### src/verilog/capture_timer_pkg.sv
// Package for the capture/compare timer: register offsets, field positions,
// reset values, modes and small timing constants.
// Assumes an APB bus with 32-bit data, one register per aligned word.
package capture_timer_pkg;

	// --------------------------------------------------------------
	// Register indices as printed and the shift to their byte addresses
	// --------------------------------------------------------------
	localparam logic [7:0] IDX_CONTROL_A   = 8'h00;
	localparam logic [7:0] IDX_CONTROL_B   = 8'h01;
	localparam logic [7:0] IDX_EVENT_CTRL  = 8'h04;
	localparam logic [7:0] IDX_INT_ENABLE  = 8'h05;
	localparam logic [7:0] IDX_INT_FLAGS   = 8'h06;
	localparam logic [7:0] IDX_RUN_STATUS  = 8'h07;
	localparam logic [7:0] IDX_DEBUG_CTRL  = 8'h08;
	localparam logic [7:0] IDX_TEMP_BYTE   = 8'h09;
	localparam logic [7:0] IDX_COUNTER     = 8'h0A;
	localparam logic [7:0] IDX_CAPTURE_INTERRUPT_CMP    = 8'h0C;
	localparam int         ADDR_SHIFT      = 2;

	// --------------------------------------------------------------
	// Field positions
	// --------------------------------------------------------------
	localparam int BIT_ENABLE        = 0;
	localparam int BIT_CLOCK_SOURCE_SELECT_LO     = 1;
	localparam int BIT_SYNC_RESTART  = 4;
	localparam int BIT_RUN_STANDBY   = 6;
	localparam int BIT_MODE_LO       = 0;
	localparam int BIT_OUT_ENABLE    = 4;
	localparam int BIT_OUT_INIT      = 5;
	localparam int BIT_IMMEDIATE     = 6;
	localparam int BIT_EVENT_ENABLE  = 0;
	localparam int BIT_EDGE          = 4;
	localparam int BIT_FILTER        = 6;
	localparam int BIT_CAPTURE_INTERRUPT          = 0;

	// --------------------------------------------------------------
	// Reset values and constants
	// --------------------------------------------------------------
	localparam logic [7:0]  RESET_BYTE  = 8'h00;
	localparam logic [15:0] RESET_WORD  = 16'h0000;
	localparam int          FILTER_LEN  = 4;

	// Clock source selection
	typedef enum logic [1:0] {
		CLK_PERIPH  = 2'h0,
		CLK_HALF    = 2'h1,
		CLK_COMPAN  = 2'h2,
		CLK_RESVD   = 2'h3
	} clock_source_t;

	// Counter modes
	typedef enum logic [2:0] {
		MODE_PERIODIC  = 3'h0,
		MODE_TIMEOUT   = 3'h1,
		MODE_CAPTURE   = 3'h2,
		MODE_FREQ      = 3'h3,
		MODE_PWIDTH    = 3'h4,
		MODE_FREQ_PW   = 3'h5,
		MODE_SINGLE    = 3'h6,
		MODE_PWM8      = 3'h7
	} counter_mode_t;

	// Outputs that leave the timer together
	typedef struct packed {
		logic output_pin;
		logic event_pulse;
		logic irq;
	} timer_out_t;

endpackage : capture_timer_pkg

### src/verilog/capture_timer_control_regs.sv
// Capture/compare timer with its control, mode and event configuration.
// Assumes an APB master on clock, an event channel input and companion
// timer signals arriving asynchronously (synchronised here).
`timescale 1ns/1ps

module capture_timer_control_regs (
	// Clock and reset
	input  wire logic                          clock,
	input  wire logic                          rst,
	// APB slave
	input  wire logic                          psel,
	input  wire logic                          penable,
	input  wire logic                          pwrite,
	input  wire logic [11:0]                   paddr,
	input  wire logic [31:0]                   pwdata,
	output logic      [31:0]                   prdata,
	output logic                               pready,
	output logic                               pslverr,
	// Event channel and companion timer, asynchronous
	input  wire logic                          event_in,
	input  wire logic                          companion_tick,
	input  wire logic                          companion_restart,
	// System state
	input  wire logic                          standby,
	input  wire logic                          debug_halt,
	// Timer outputs
	output capture_timer_pkg::timer_out_t      timer_out
);

	// --------------------------------------------------------------
	// Registers
	// --------------------------------------------------------------
	logic [7:0]  control_a_q;       // Enable, clock select, sync, standby
	logic [7:0]  control_b_q;       // Mode and output options
	logic [7:0]  event_control_q;   // Event enable, edge, filter
	logic        int_enable_q;      // Capture interrupt enable
	logic        capture_interrupt_flag_q;       // Capture interrupt flag
	logic        run_while_debug_halted_q;
	logic [7:0]  temp_q;            // Temporary byte, plain storage
	logic [15:0] count_q;           // Counter
	logic [15:0] capture_compare_value_q;            // Capture/compare
	logic        running_q;         // Counter running
	logic        out_q;             // Mode-generated output level
	logic        half_q;            // Half-rate toggle
	logic        fpw_armed_q;       // Freq+width: first edge seen
	logic        ss_pending_q;      // Single-shot start pending
	logic [1:0]  ss_delay_q;        // Single-shot start delay
	logic        was_enabled_q;     // Enable edge detect

	// Synchronisers: first stage read only by second stage
	logic [1:0]  ev_sync_q;
	logic [1:0]  tick_sync_q;
	logic [1:0]  rst_sync_q;
	logic        tick_prev_q;
	logic        rst_prev_q;
	logic [capture_timer_pkg::FILTER_LEN-1:0] ev_hist_q;  // Filter history
	logic        ev_level_q;        // Filtered/used event level

	// Field views
	logic                            enable;
	capture_timer_pkg::clock_source_t clk_src;
	capture_timer_pkg::counter_mode_t mode;
	logic                            edge_sel;
	logic                            ev_en;

	assign enable   = control_a_q[capture_timer_pkg::BIT_ENABLE];
	assign clk_src  = capture_timer_pkg::clock_source_t'(
		control_a_q[capture_timer_pkg::BIT_CLOCK_SOURCE_SELECT_LO +: 2]);
	assign mode     = capture_timer_pkg::counter_mode_t'(
		control_b_q[capture_timer_pkg::BIT_MODE_LO +: 3]);
	assign edge_sel = event_control_q[capture_timer_pkg::BIT_EDGE];
	assign ev_en    = event_control_q[capture_timer_pkg::BIT_EVENT_ENABLE];

	// --------------------------------------------------------------
	// APB decode
	// --------------------------------------------------------------
	logic        acc_go;            // Access phase, one cycle
	logic        wr_go;
	logic        rd_go;
	logic [9:0]  widx;              // Word index
	logic [7:0]  wb;                // Write byte
	logic [15:0] ww;                // Write word
	logic        mapped;

	assign acc_go = psel & penable & ~pready;
	assign wr_go  = acc_go & pwrite;
	assign rd_go  = acc_go & ~pwrite;
	assign widx   = paddr[11:capture_timer_pkg::ADDR_SHIFT];
	assign wb     = pwdata[7:0];
	assign ww     = pwdata[15:0];

	// Decode of the printed indices
	always_comb begin
		unique case (widx[7:0])
			capture_timer_pkg::IDX_CONTROL_A, capture_timer_pkg::IDX_CONTROL_B,
			capture_timer_pkg::IDX_EVENT_CTRL, capture_timer_pkg::IDX_INT_ENABLE,
			capture_timer_pkg::IDX_INT_FLAGS, capture_timer_pkg::IDX_RUN_STATUS,
			capture_timer_pkg::IDX_DEBUG_CTRL, capture_timer_pkg::IDX_TEMP_BYTE,
			capture_timer_pkg::IDX_COUNTER, capture_timer_pkg::IDX_CAPTURE_INTERRUPT_CMP:
				mapped = (widx[9:8] == 2'h0);
			default:
				mapped = 1'b0;
		endcase
	end

	// --------------------------------------------------------------
	// Input synchronisers and noise canceller
	// --------------------------------------------------------------
	// Two flops per asynchronous input before any logic looks at it
	always_ff @(posedge clock) begin
		if (rst) begin
			ev_sync_q   <= 2'h0;
			tick_sync_q <= 2'h0;
			rst_sync_q  <= 2'h0;
			tick_prev_q <= 1'b0;
			rst_prev_q  <= 1'b0;
		end else begin
			ev_sync_q   <= {ev_sync_q[0], event_in};
			tick_sync_q <= {tick_sync_q[0], companion_tick};
			rst_sync_q  <= {rst_sync_q[0], companion_restart};
			tick_prev_q <= tick_sync_q[1];
			rst_prev_q  <= rst_sync_q[1];
		end
	end

	// Filter keeps four samples; level moves only when all agree
	always_ff @(posedge clock) begin
		if (rst) begin
			ev_hist_q  <= 4'h0;
			ev_level_q <= 1'b0;
		end else begin
			ev_hist_q <= {ev_hist_q[2:0], ev_sync_q[1]};
			if (!event_control_q[capture_timer_pkg::BIT_FILTER]) begin
				ev_level_q <= ev_sync_q[1];
			end else if (&ev_hist_q) begin
				ev_level_q <= 1'b1;
			end else if (~|ev_hist_q) begin
				ev_level_q <= 1'b0;
			end
		end
	end

	// --------------------------------------------------------------
	// Edge detection and activity
	// --------------------------------------------------------------
	logic ev_prev_q;
	logic pos_edge;
	logic neg_edge;
	logic sel_edge;                 // Edge chosen by edge-select
	logic opp_edge;
	logic active;                   // Timer allowed to do anything
	logic tick;                     // Counting clock strobe
	logic comp_restart;

	always_ff @(posedge clock) begin
		if (rst) begin
			ev_prev_q <= 1'b0;
		end else begin
			ev_prev_q <= ev_level_q;
		end
	end

	// Events count only with input enable; standby/debug freeze below
	assign pos_edge = ev_en & ev_level_q & ~ev_prev_q;
	assign neg_edge = ev_en & ~ev_level_q & ev_prev_q;
	assign sel_edge = edge_sel ? neg_edge : pos_edge;
	assign opp_edge = edge_sel ? pos_edge : neg_edge;

	// Standby halts unless run-in-standby; companion clock ignores it
	assign active = enable
		& (~standby | control_a_q[capture_timer_pkg::BIT_RUN_STANDBY]
			| (clk_src == capture_timer_pkg::CLK_COMPAN))
		& (~debug_halt | run_while_debug_halted_q);

	// Prescaled count strobe
	always_comb begin
		unique case (clk_src)
			capture_timer_pkg::CLK_PERIPH: tick = 1'b1;
			capture_timer_pkg::CLK_HALF:   tick = half_q;
			capture_timer_pkg::CLK_COMPAN: tick = tick_sync_q[1] & ~tick_prev_q;
			capture_timer_pkg::CLK_RESVD:  tick = 1'b0;
		endcase
	end

	// Restart only while active: a disabled timer must keep its count
	assign comp_restart = active & control_a_q[capture_timer_pkg::BIT_SYNC_RESTART]
		& rst_sync_q[1] & ~rst_prev_q;

	always_ff @(posedge clock) begin
		if (rst) begin
			half_q <= 1'b0;
		end else begin
			half_q <= active ? ~half_q : 1'b0;
		end
	end

	// --------------------------------------------------------------
	// Mode engine: counter, capture, flag, output
	// --------------------------------------------------------------
	logic [15:0] top_val;
	logic        at_top;
	logic        set_flag;          // Flag set condition this cycle
	logic        do_capture;
	logic        do_restart;
	logic        do_start;
	logic        do_stop;
	logic        ss_trigger;

	assign top_val = (mode == capture_timer_pkg::MODE_PWM8) ? {8'h00, capture_compare_value_q[7:0]} : capture_compare_value_q;
	assign at_top  = running_q & tick & (count_q == top_val);
	// Single-shot: edge-select one fires on both polarities
	assign ss_trigger = edge_sel ? (pos_edge | neg_edge) : pos_edge;

	always_comb begin
		do_capture = 1'b0;
		do_restart = 1'b0;
		do_start   = 1'b0;
		do_stop    = 1'b0;
		set_flag   = 1'b0;
		if (active) begin
			unique case (mode)
				capture_timer_pkg::MODE_PERIODIC: begin
					// Edges ignored, flag at top
					set_flag = at_top;
				end
				capture_timer_pkg::MODE_TIMEOUT: begin
					do_start = sel_edge;
					do_stop  = opp_edge;
					set_flag = at_top;
				end
				capture_timer_pkg::MODE_CAPTURE: begin
					do_capture = sel_edge;
					set_flag   = sel_edge;
				end
				capture_timer_pkg::MODE_FREQ: begin
					do_capture = sel_edge;
					do_restart = sel_edge;
					set_flag   = sel_edge;
				end
				capture_timer_pkg::MODE_PWIDTH: begin
					do_restart = sel_edge;
					do_capture = opp_edge;
					set_flag   = opp_edge;
				end
				capture_timer_pkg::MODE_FREQ_PW: begin
					// Wait until the previous result is read or cleared
					if (!capture_interrupt_flag_q) begin
						do_restart = sel_edge & ~fpw_armed_q;
						do_capture = opp_edge & fpw_armed_q;
						do_stop    = sel_edge & fpw_armed_q;
						set_flag   = sel_edge & fpw_armed_q;
					end
				end
				capture_timer_pkg::MODE_SINGLE: begin
					set_flag = at_top;
				end
				capture_timer_pkg::MODE_PWM8: begin
					set_flag = at_top;
				end
			endcase
		end
	end

	// Freq+width sequence state
	always_ff @(posedge clock) begin
		if (rst) begin
			fpw_armed_q <= 1'b0;
		end else if (mode != capture_timer_pkg::MODE_FREQ_PW || !active) begin
			fpw_armed_q <= 1'b0;
		end else if (do_restart) begin
			fpw_armed_q <= 1'b1;
		end else if (do_stop) begin
			fpw_armed_q <= 1'b0;
		end
	end

	// Single-shot start: two-cycle delay, trigger ignored while busy
	always_ff @(posedge clock) begin
		if (rst) begin
			ss_pending_q <= 1'b0;
			ss_delay_q   <= 2'h0;
		end else if (!active || mode != capture_timer_pkg::MODE_SINGLE) begin
			ss_pending_q <= 1'b0;
			ss_delay_q   <= 2'h0;
		end else if (ss_pending_q) begin
			ss_delay_q   <= ss_delay_q + 2'h1;
			ss_pending_q <= (ss_delay_q == 2'h0);
		end else if (ss_trigger && !running_q) begin
			ss_pending_q <= 1'b1;
			ss_delay_q   <= 2'h0;
		end
	end

	logic ss_go;
	assign ss_go = ss_pending_q & (ss_delay_q == 2'h1);

	// Counter; bus write has priority over internal updates
	always_ff @(posedge clock) begin
		if (rst) begin
			count_q <= capture_timer_pkg::RESET_WORD;
		end else if (wr_go && mapped && widx[7:0] == capture_timer_pkg::IDX_COUNTER) begin
			count_q <= ww;
		end else if (do_restart || comp_restart || ss_go) begin
			count_q <= 16'h0000;
		end else if (at_top && mode != capture_timer_pkg::MODE_SINGLE) begin
			count_q <= 16'h0000;
		end else if (running_q && tick && active && !at_top) begin
			count_q <= count_q + 16'h0001;
		end
	end

	// Run state
	always_ff @(posedge clock) begin
		if (rst) begin
			running_q <= 1'b0;
		end else if (!enable) begin
			running_q <= 1'b0;
		end else if (!was_enabled_q) begin
			// Counter starts as soon as the block is enabled, except in timeout mode
			running_q <= (mode != capture_timer_pkg::MODE_TIMEOUT);
		end else if (do_stop || (at_top && mode == capture_timer_pkg::MODE_SINGLE)) begin
			running_q <= 1'b0;
		end else if (do_start || do_restart || ss_go) begin
			running_q <= 1'b1;
		end
	end

	always_ff @(posedge clock) begin
		if (rst) begin
			was_enabled_q <= 1'b0;
		end else begin
			was_enabled_q <= enable;
		end
	end

	// Capture/compare register; software writes win
	always_ff @(posedge clock) begin
		if (rst) begin
			capture_compare_value_q <= capture_timer_pkg::RESET_WORD;
		end else if (wr_go && mapped && widx[7:0] == capture_timer_pkg::IDX_CAPTURE_INTERRUPT_CMP) begin
			capture_compare_value_q <= ww;
		end else if (do_capture) begin
			capture_compare_value_q <= count_q;
		end
	end

	// Mode output level
	always_ff @(posedge clock) begin
		if (rst) begin
			out_q <= 1'b0;
		end else if (!enable) begin
			out_q <= control_b_q[capture_timer_pkg::BIT_OUT_INIT];
		end else if (mode == capture_timer_pkg::MODE_SINGLE) begin
			if (control_b_q[capture_timer_pkg::BIT_IMMEDIATE] && ss_trigger
				&& !running_q && active) begin
				out_q <= 1'b1;
			end else if (ss_go) begin
				out_q <= 1'b1;
			end else if (at_top) begin
				out_q <= 1'b0;
			end
		end else if (mode == capture_timer_pkg::MODE_PWM8 && active && tick) begin
			// Decide on the count about to be shown, so the level is high for
			// exactly the high-byte number of counts in each period
			if (at_top) begin
				out_q <= (capture_compare_value_q[15:8] != 8'h00) && (capture_compare_value_q[7:0] != 8'h00);
			end else if (count_q[7:0] + 8'h01 == capture_compare_value_q[15:8]) begin
				out_q <= 1'b0;
			end
		end
	end

	// Capture flag: set wins over write-one or read clear
	logic capture_interrupt_read;
	assign capture_interrupt_read = rd_go && mapped && widx[7:0] == capture_timer_pkg::IDX_CAPTURE_INTERRUPT_CMP
		&& (mode inside {capture_timer_pkg::MODE_CAPTURE, capture_timer_pkg::MODE_FREQ,
			capture_timer_pkg::MODE_PWIDTH, capture_timer_pkg::MODE_FREQ_PW});

	always_ff @(posedge clock) begin
		if (rst) begin
			capture_interrupt_flag_q <= 1'b0;
		end else if (set_flag) begin
			capture_interrupt_flag_q <= 1'b1;
		end else if (capture_interrupt_read || (wr_go && mapped
			&& widx[7:0] == capture_timer_pkg::IDX_INT_FLAGS
			&& wb[capture_timer_pkg::BIT_CAPTURE_INTERRUPT])) begin
			capture_interrupt_flag_q <= 1'b0;
		end
	end

	// --------------------------------------------------------------
	// Control register writes
	// --------------------------------------------------------------
	always_ff @(posedge clock) begin
		if (rst) begin
			control_a_q              <= capture_timer_pkg::RESET_BYTE;
			control_b_q              <= capture_timer_pkg::RESET_BYTE;
			event_control_q          <= capture_timer_pkg::RESET_BYTE;
			int_enable_q             <= 1'b0;
			run_while_debug_halted_q <= 1'b0;
			temp_q                   <= capture_timer_pkg::RESET_BYTE;
		end else if (wr_go && mapped) begin
			unique case (widx[7:0])
				capture_timer_pkg::IDX_CONTROL_A:  control_a_q     <= wb & 8'h57;
				capture_timer_pkg::IDX_CONTROL_B:  control_b_q     <= wb & 8'h77;
				capture_timer_pkg::IDX_EVENT_CTRL: event_control_q <= wb & 8'h51;
				capture_timer_pkg::IDX_INT_ENABLE: int_enable_q    <= wb[0];
				capture_timer_pkg::IDX_DEBUG_CTRL: run_while_debug_halted_q <= wb[0];
				capture_timer_pkg::IDX_TEMP_BYTE:  temp_q          <= wb;
				default: ;
			endcase
		end
	end

	// --------------------------------------------------------------
	// APB response: one wait state per access phase, registered
	// --------------------------------------------------------------
	always_ff @(posedge clock) begin
		if (rst) begin
			pready  <= 1'b0;
			pslverr <= 1'b0;
			prdata  <= 32'h0000_0000;
		end else begin
			pready  <= acc_go;
			pslverr <= acc_go & ~mapped;
			if (rd_go && mapped) begin
				unique case (widx[7:0])
					capture_timer_pkg::IDX_CONTROL_A:  prdata <= {24'h0, control_a_q};
					capture_timer_pkg::IDX_CONTROL_B:  prdata <= {24'h0, control_b_q};
					capture_timer_pkg::IDX_EVENT_CTRL: prdata <= {24'h0, event_control_q};
					capture_timer_pkg::IDX_INT_ENABLE: prdata <= {31'h0, int_enable_q};
					capture_timer_pkg::IDX_INT_FLAGS:  prdata <= {31'h0, capture_interrupt_flag_q};
					capture_timer_pkg::IDX_RUN_STATUS: prdata <= {31'h0, running_q};
					capture_timer_pkg::IDX_DEBUG_CTRL:
						prdata <= {31'h0, run_while_debug_halted_q};
					capture_timer_pkg::IDX_TEMP_BYTE:  prdata <= {24'h0, temp_q};
					capture_timer_pkg::IDX_COUNTER:    prdata <= {16'h0, count_q};
					default:                           prdata <= {16'h0, capture_compare_value_q};
				endcase
			end else begin
				prdata <= 32'h0000_0000;
			end
		end
	end

	// --------------------------------------------------------------
	// Outputs, all registered
	// --------------------------------------------------------------
	always_ff @(posedge clock) begin
		if (rst) begin
			timer_out <= '0;
		end else begin
			timer_out.output_pin  <= out_q & control_b_q[capture_timer_pkg::BIT_OUT_ENABLE];
			timer_out.event_pulse <= set_flag;
			timer_out.irq         <= int_enable_q & (capture_interrupt_flag_q | set_flag);
		end
	end

endmodule : capture_timer_control_regs

### config.mk
export PLATFORM = sky130hd
export DESIGN_NAME = capture_timer_control_regs
export DESIGN_NICKNAME = d
export VERILOG_FILES = /design/src/verilog/capture_timer_pkg.sv /design/src/verilog/capture_timer_control_regs.sv
export SDC_FILE = /design/constraint.sdc
export NUM_CORES = 1
export LEC_CHECK = 0
export ABC_AREA = 1
export BUFFER_PORTS_ARGS = -buffer_cell sky130_fd_sc_hd__buf_2
export CORE_MARGIN = 2
export CORE_UTILIZATION = 55
export CTS_CLUSTER_SIZE = 20
export DETAILED_ROUTE_END_ITERATION = 10
export HOLD_SLACK_MARGIN = 0.15
export PLACE_DENSITY_LB_ADDON = 0.1
export SYNTH_ARGS = -nofsm -noshare
export SYNTH_HDL_FRONTEND = slang
export SYNTH_SLANG_ARGS = --single-unit
### constraint.sdc
create_clock -name clock -period 3.55 [get_ports clock]
set_clock_uncertainty 0.2 [all_clocks]
set_input_delay 0.71 -clock clock [delete_from_list [all_inputs] [get_ports clock]]
set_output_delay 0.71 -clock clock [all_outputs]
set_load 0.01 [all_outputs]
==> metrics <==
status=finished, final reports clean; IO Port Bufs=56; top post-synthesis cells by area=dfxtp_1 (34%), nand2_1 (16%), nor2_1 (9.5%), inv_1 (7.4%), nand3_1 (5.5%); number of vias per cell=5.30; final worst setup slack=about 0.86 ns; routed wire length=16,700 um; path depth of the worst reg2reg path=13; CTS clk-pin slew, worst paths=0.11 ns; Hold Vio Cnt, Final=0; # DRC=0; Crit. End Element=flip-flop; htree depth=3; Max Cap Viol=0; flops & latches, synth=100; Antenna Cells=0; Worst R2R End=count_q[4]; wire length of the first global-routing pass=27,300 um; hold path endpoint=rst_sync_q[1]; Setup Fix Bufs, Post-CTS=0; All-Layer GR Usage=30.4%; pre-CTS setup slack=0.546 ns; commonest non-fill, non-tap cells in the layout=nand2_1 (249), nor2_1 (149), inv_1 (116); Min Hold Slack=0.210 ns; Largest stage delay, worst path=0.51 ns; crit-path cells=inv_1 -> nand2_1 -> nand2_1 -> inv_1 -> nand2_1 -> nor2_1 -> nand3_1 -> nor2_1 -> nand3_1 -> nand4_1 -> nand2_1 -> nor2_1 -> nor2_2; Synth cell types=41; Setup-failing EPs final=0; Tmin final=between 2 and 3 ns; Gate Count Post-Synth=936; grt total ovfl=0; Ys Warns=0; Die ar.=11,500 um^2; Root Driver=clkbuf_8; Critical-path top delay cell=dfxtp_1; final worst path period share=75.7%; Pre-antenna DRT Iters=5; most frequent CP cell=nand2_1; TritonCTS clock tree=built; die height=about 110 um; Slew HR=53.6%; share of cells above drive strength 1=12.0%; Nets=1,045; Startpoint Class=flip-flop; Final TNS setup=0 ns; area delta synth->final=8.92%; row cnt=37; Initial Util=between 50% and 60%; cell family with most CP delay=simple AND/OR/NAND/NOR gates; R2R Path Start=count_q[7]; routability cong.=about 1; CORE AREA=just over 10,000 um^2; VDD IR max=roughly 0.32 mV; Seq/Total Area, Yosys=34.1%; largest net degree at the start of global routing=55; most common cell after layout, fill and taps aside=nand2_1; Leakage=0.00302 uW; Critical Path RT=3.65 ns; WL/cell=14.8 um; Multi-input gate area=3210 um^2; worst min-delay path startpoint=rst_sync_q[0]; RSZ-0062 raised after global routing=no; hold buffers post-CTS=0; area leader, netlist=dfxtp_1; routed vias=5,974; Slew Limit Fails=0; # IOs=91; DP Area=6210 um^2; sequential cell area=roughly 2000 um^2; Crit Path Class=reg2reg; Die X=between 100 and 150 um; Synth top area share=34.1%; fillers=~1,100; Num CTS Buffers=9; post-route design area=6390 um^2; clock tree buffer depth=2; Sink Count=100; First DRT Iteration DRCs=415; post-route ant nets=0; stages on the worst setup path=13; DP HPWL=12,200 um; PwrDens=302 nW/um^2; critical path buffer and inverter count=2; initial antenna violation count=0; worst slew pin tran=a little under 0.7 ns; clk_lat worst skew=about 0.39 ns; Pwr Total=between 1500 and 2000 uW; CP Max Fanout=16; fmax=372 MHz; Syn Area/Cell=about 6.3 um^2; Resized cells post-CTS=0; Hold Path Cell Cnt=2; synthesized area=a little under 6000 um^2; Min-Delay Path Class=reg2reg; vias in the first global route=5,550; critical path arrival=2.79 ns; setup slack, reg-to-reg=0.86 ns
## how the worst max path moves through the flow
stage / start / endpoint / slack, ns
floorplan: paddr[9] / count_q[10] / 1.11
global placement: paddr[9] / temp_q[5] / 0.53
detailed placement: paddr[7] / temp_q[2] / 0.55
CTS: control_b_q[1] / count_q[4] / 0.93
global route: control_b_q[2] / capture_compare_value_q[9] / 0.64
finish: count_q[7] / count_q[4] / 0.86
## per-layer routing
| layer | GRT usage, % | part of all wire [%] |
|---|---|---|
| met1 | 38.6 | 43 |
| met2 | 50.0 | 46 |
| met3 | 5.33 | 7.3 |
| met4 | 13.9 | 3.4 |
| met5 | 0 | 0 |
## cells by family (layout without fill, tap and decap cells)
| family | after synthesis | after routing | share of synthesized area, % |
|---|---|---|---|
| and+or+nand+nor | 536 | 536 | 39.5 |
| buffers and inverters | 164 | 204 | 12.1 |
| AOI/OAI and AO/OA | 121 | 121 | 11.9 |
| DFF | 100 | 100 | 34.1 |
| xor gates and xnor gates | 10 | 10 | 1.49 |
| adders and majority gates | 4 | 4 | 0.853 |
| other | 1 | 16 | 0.0639 |
## stage by stage
| step | std cells | utilization (%) |
|---|---|---|
| 3_3_place_gp | 1112 | 60.2 |
| 5_1_grt | 1127 | 61.9 |
| 2_1_floorplan | 951 | - |
| 4_1_cts | 1127 | 61.9 |
| 6_report | 1127 | 61.9 |
| 3_5_place_dp | 1112 | 60.2 |
## worst reg2reg max path, cell delays in order (launching register included)
cell,delay (ns)
dfxtp_1,0.51
inv_1,0.17
nand2_1,0.11
nand2_1,0.05
inv_1,0.04
nand2_1,0.04
nor2_1,0.22
nand3_1,0.11
nor2_1,0.10
nand3_1,0.51
nand4_1,0.34
nand2_1,0.07
nor2_1,0.11
nor2_2,0.04
## area by class of cell
cell class / count / share of cell area, %
Sequential cell: 100 / 31.3
Timing Repair Buffer: 69 / 5.91
Clock inverter: 6 / 0.803
Tap cell: 136 / 2.66
Inverter: 120 / 7.05
Multi-Input combinational cell: 687 / 50.3
Clock buffer: 9 / 1.94
## cell usage after synthesis, drive strengths merged
master and instances:
conb 1, inv 120, o2bb2ai 2, a221oi 2, nand3b 2, a211oi 5
dfxtp 100, ha 4, nand4 26, xor2 7, xnor2 3, buf 28
o211ai 9, a21boi 1, clkbuf 16, or2 8, a31oi 3, a21oi 53
o31ai 1, nor3 14, nand3 70, nor4 3, nand2 253, o22ai 8
o21ai 34, o21a 3, nor2 160
## where the power goes
part | internal (uW) | switching [uW]
sequential | 1130 | 2.14
combinational | 24.2 | 60.1
clock | 264 | 449
## sequential cells by signal (all words and copies together) (netlist names), 3 cells and up
signal	cells
control_b_q	6
prdata	16
count_q	16
event_control_q	3
ev_hist_q	4
timer_out	3
capture_compare_value_q	16
temp_q	8
control_a_q	5
No activity file was read; power rests on OpenSTA's default activity.
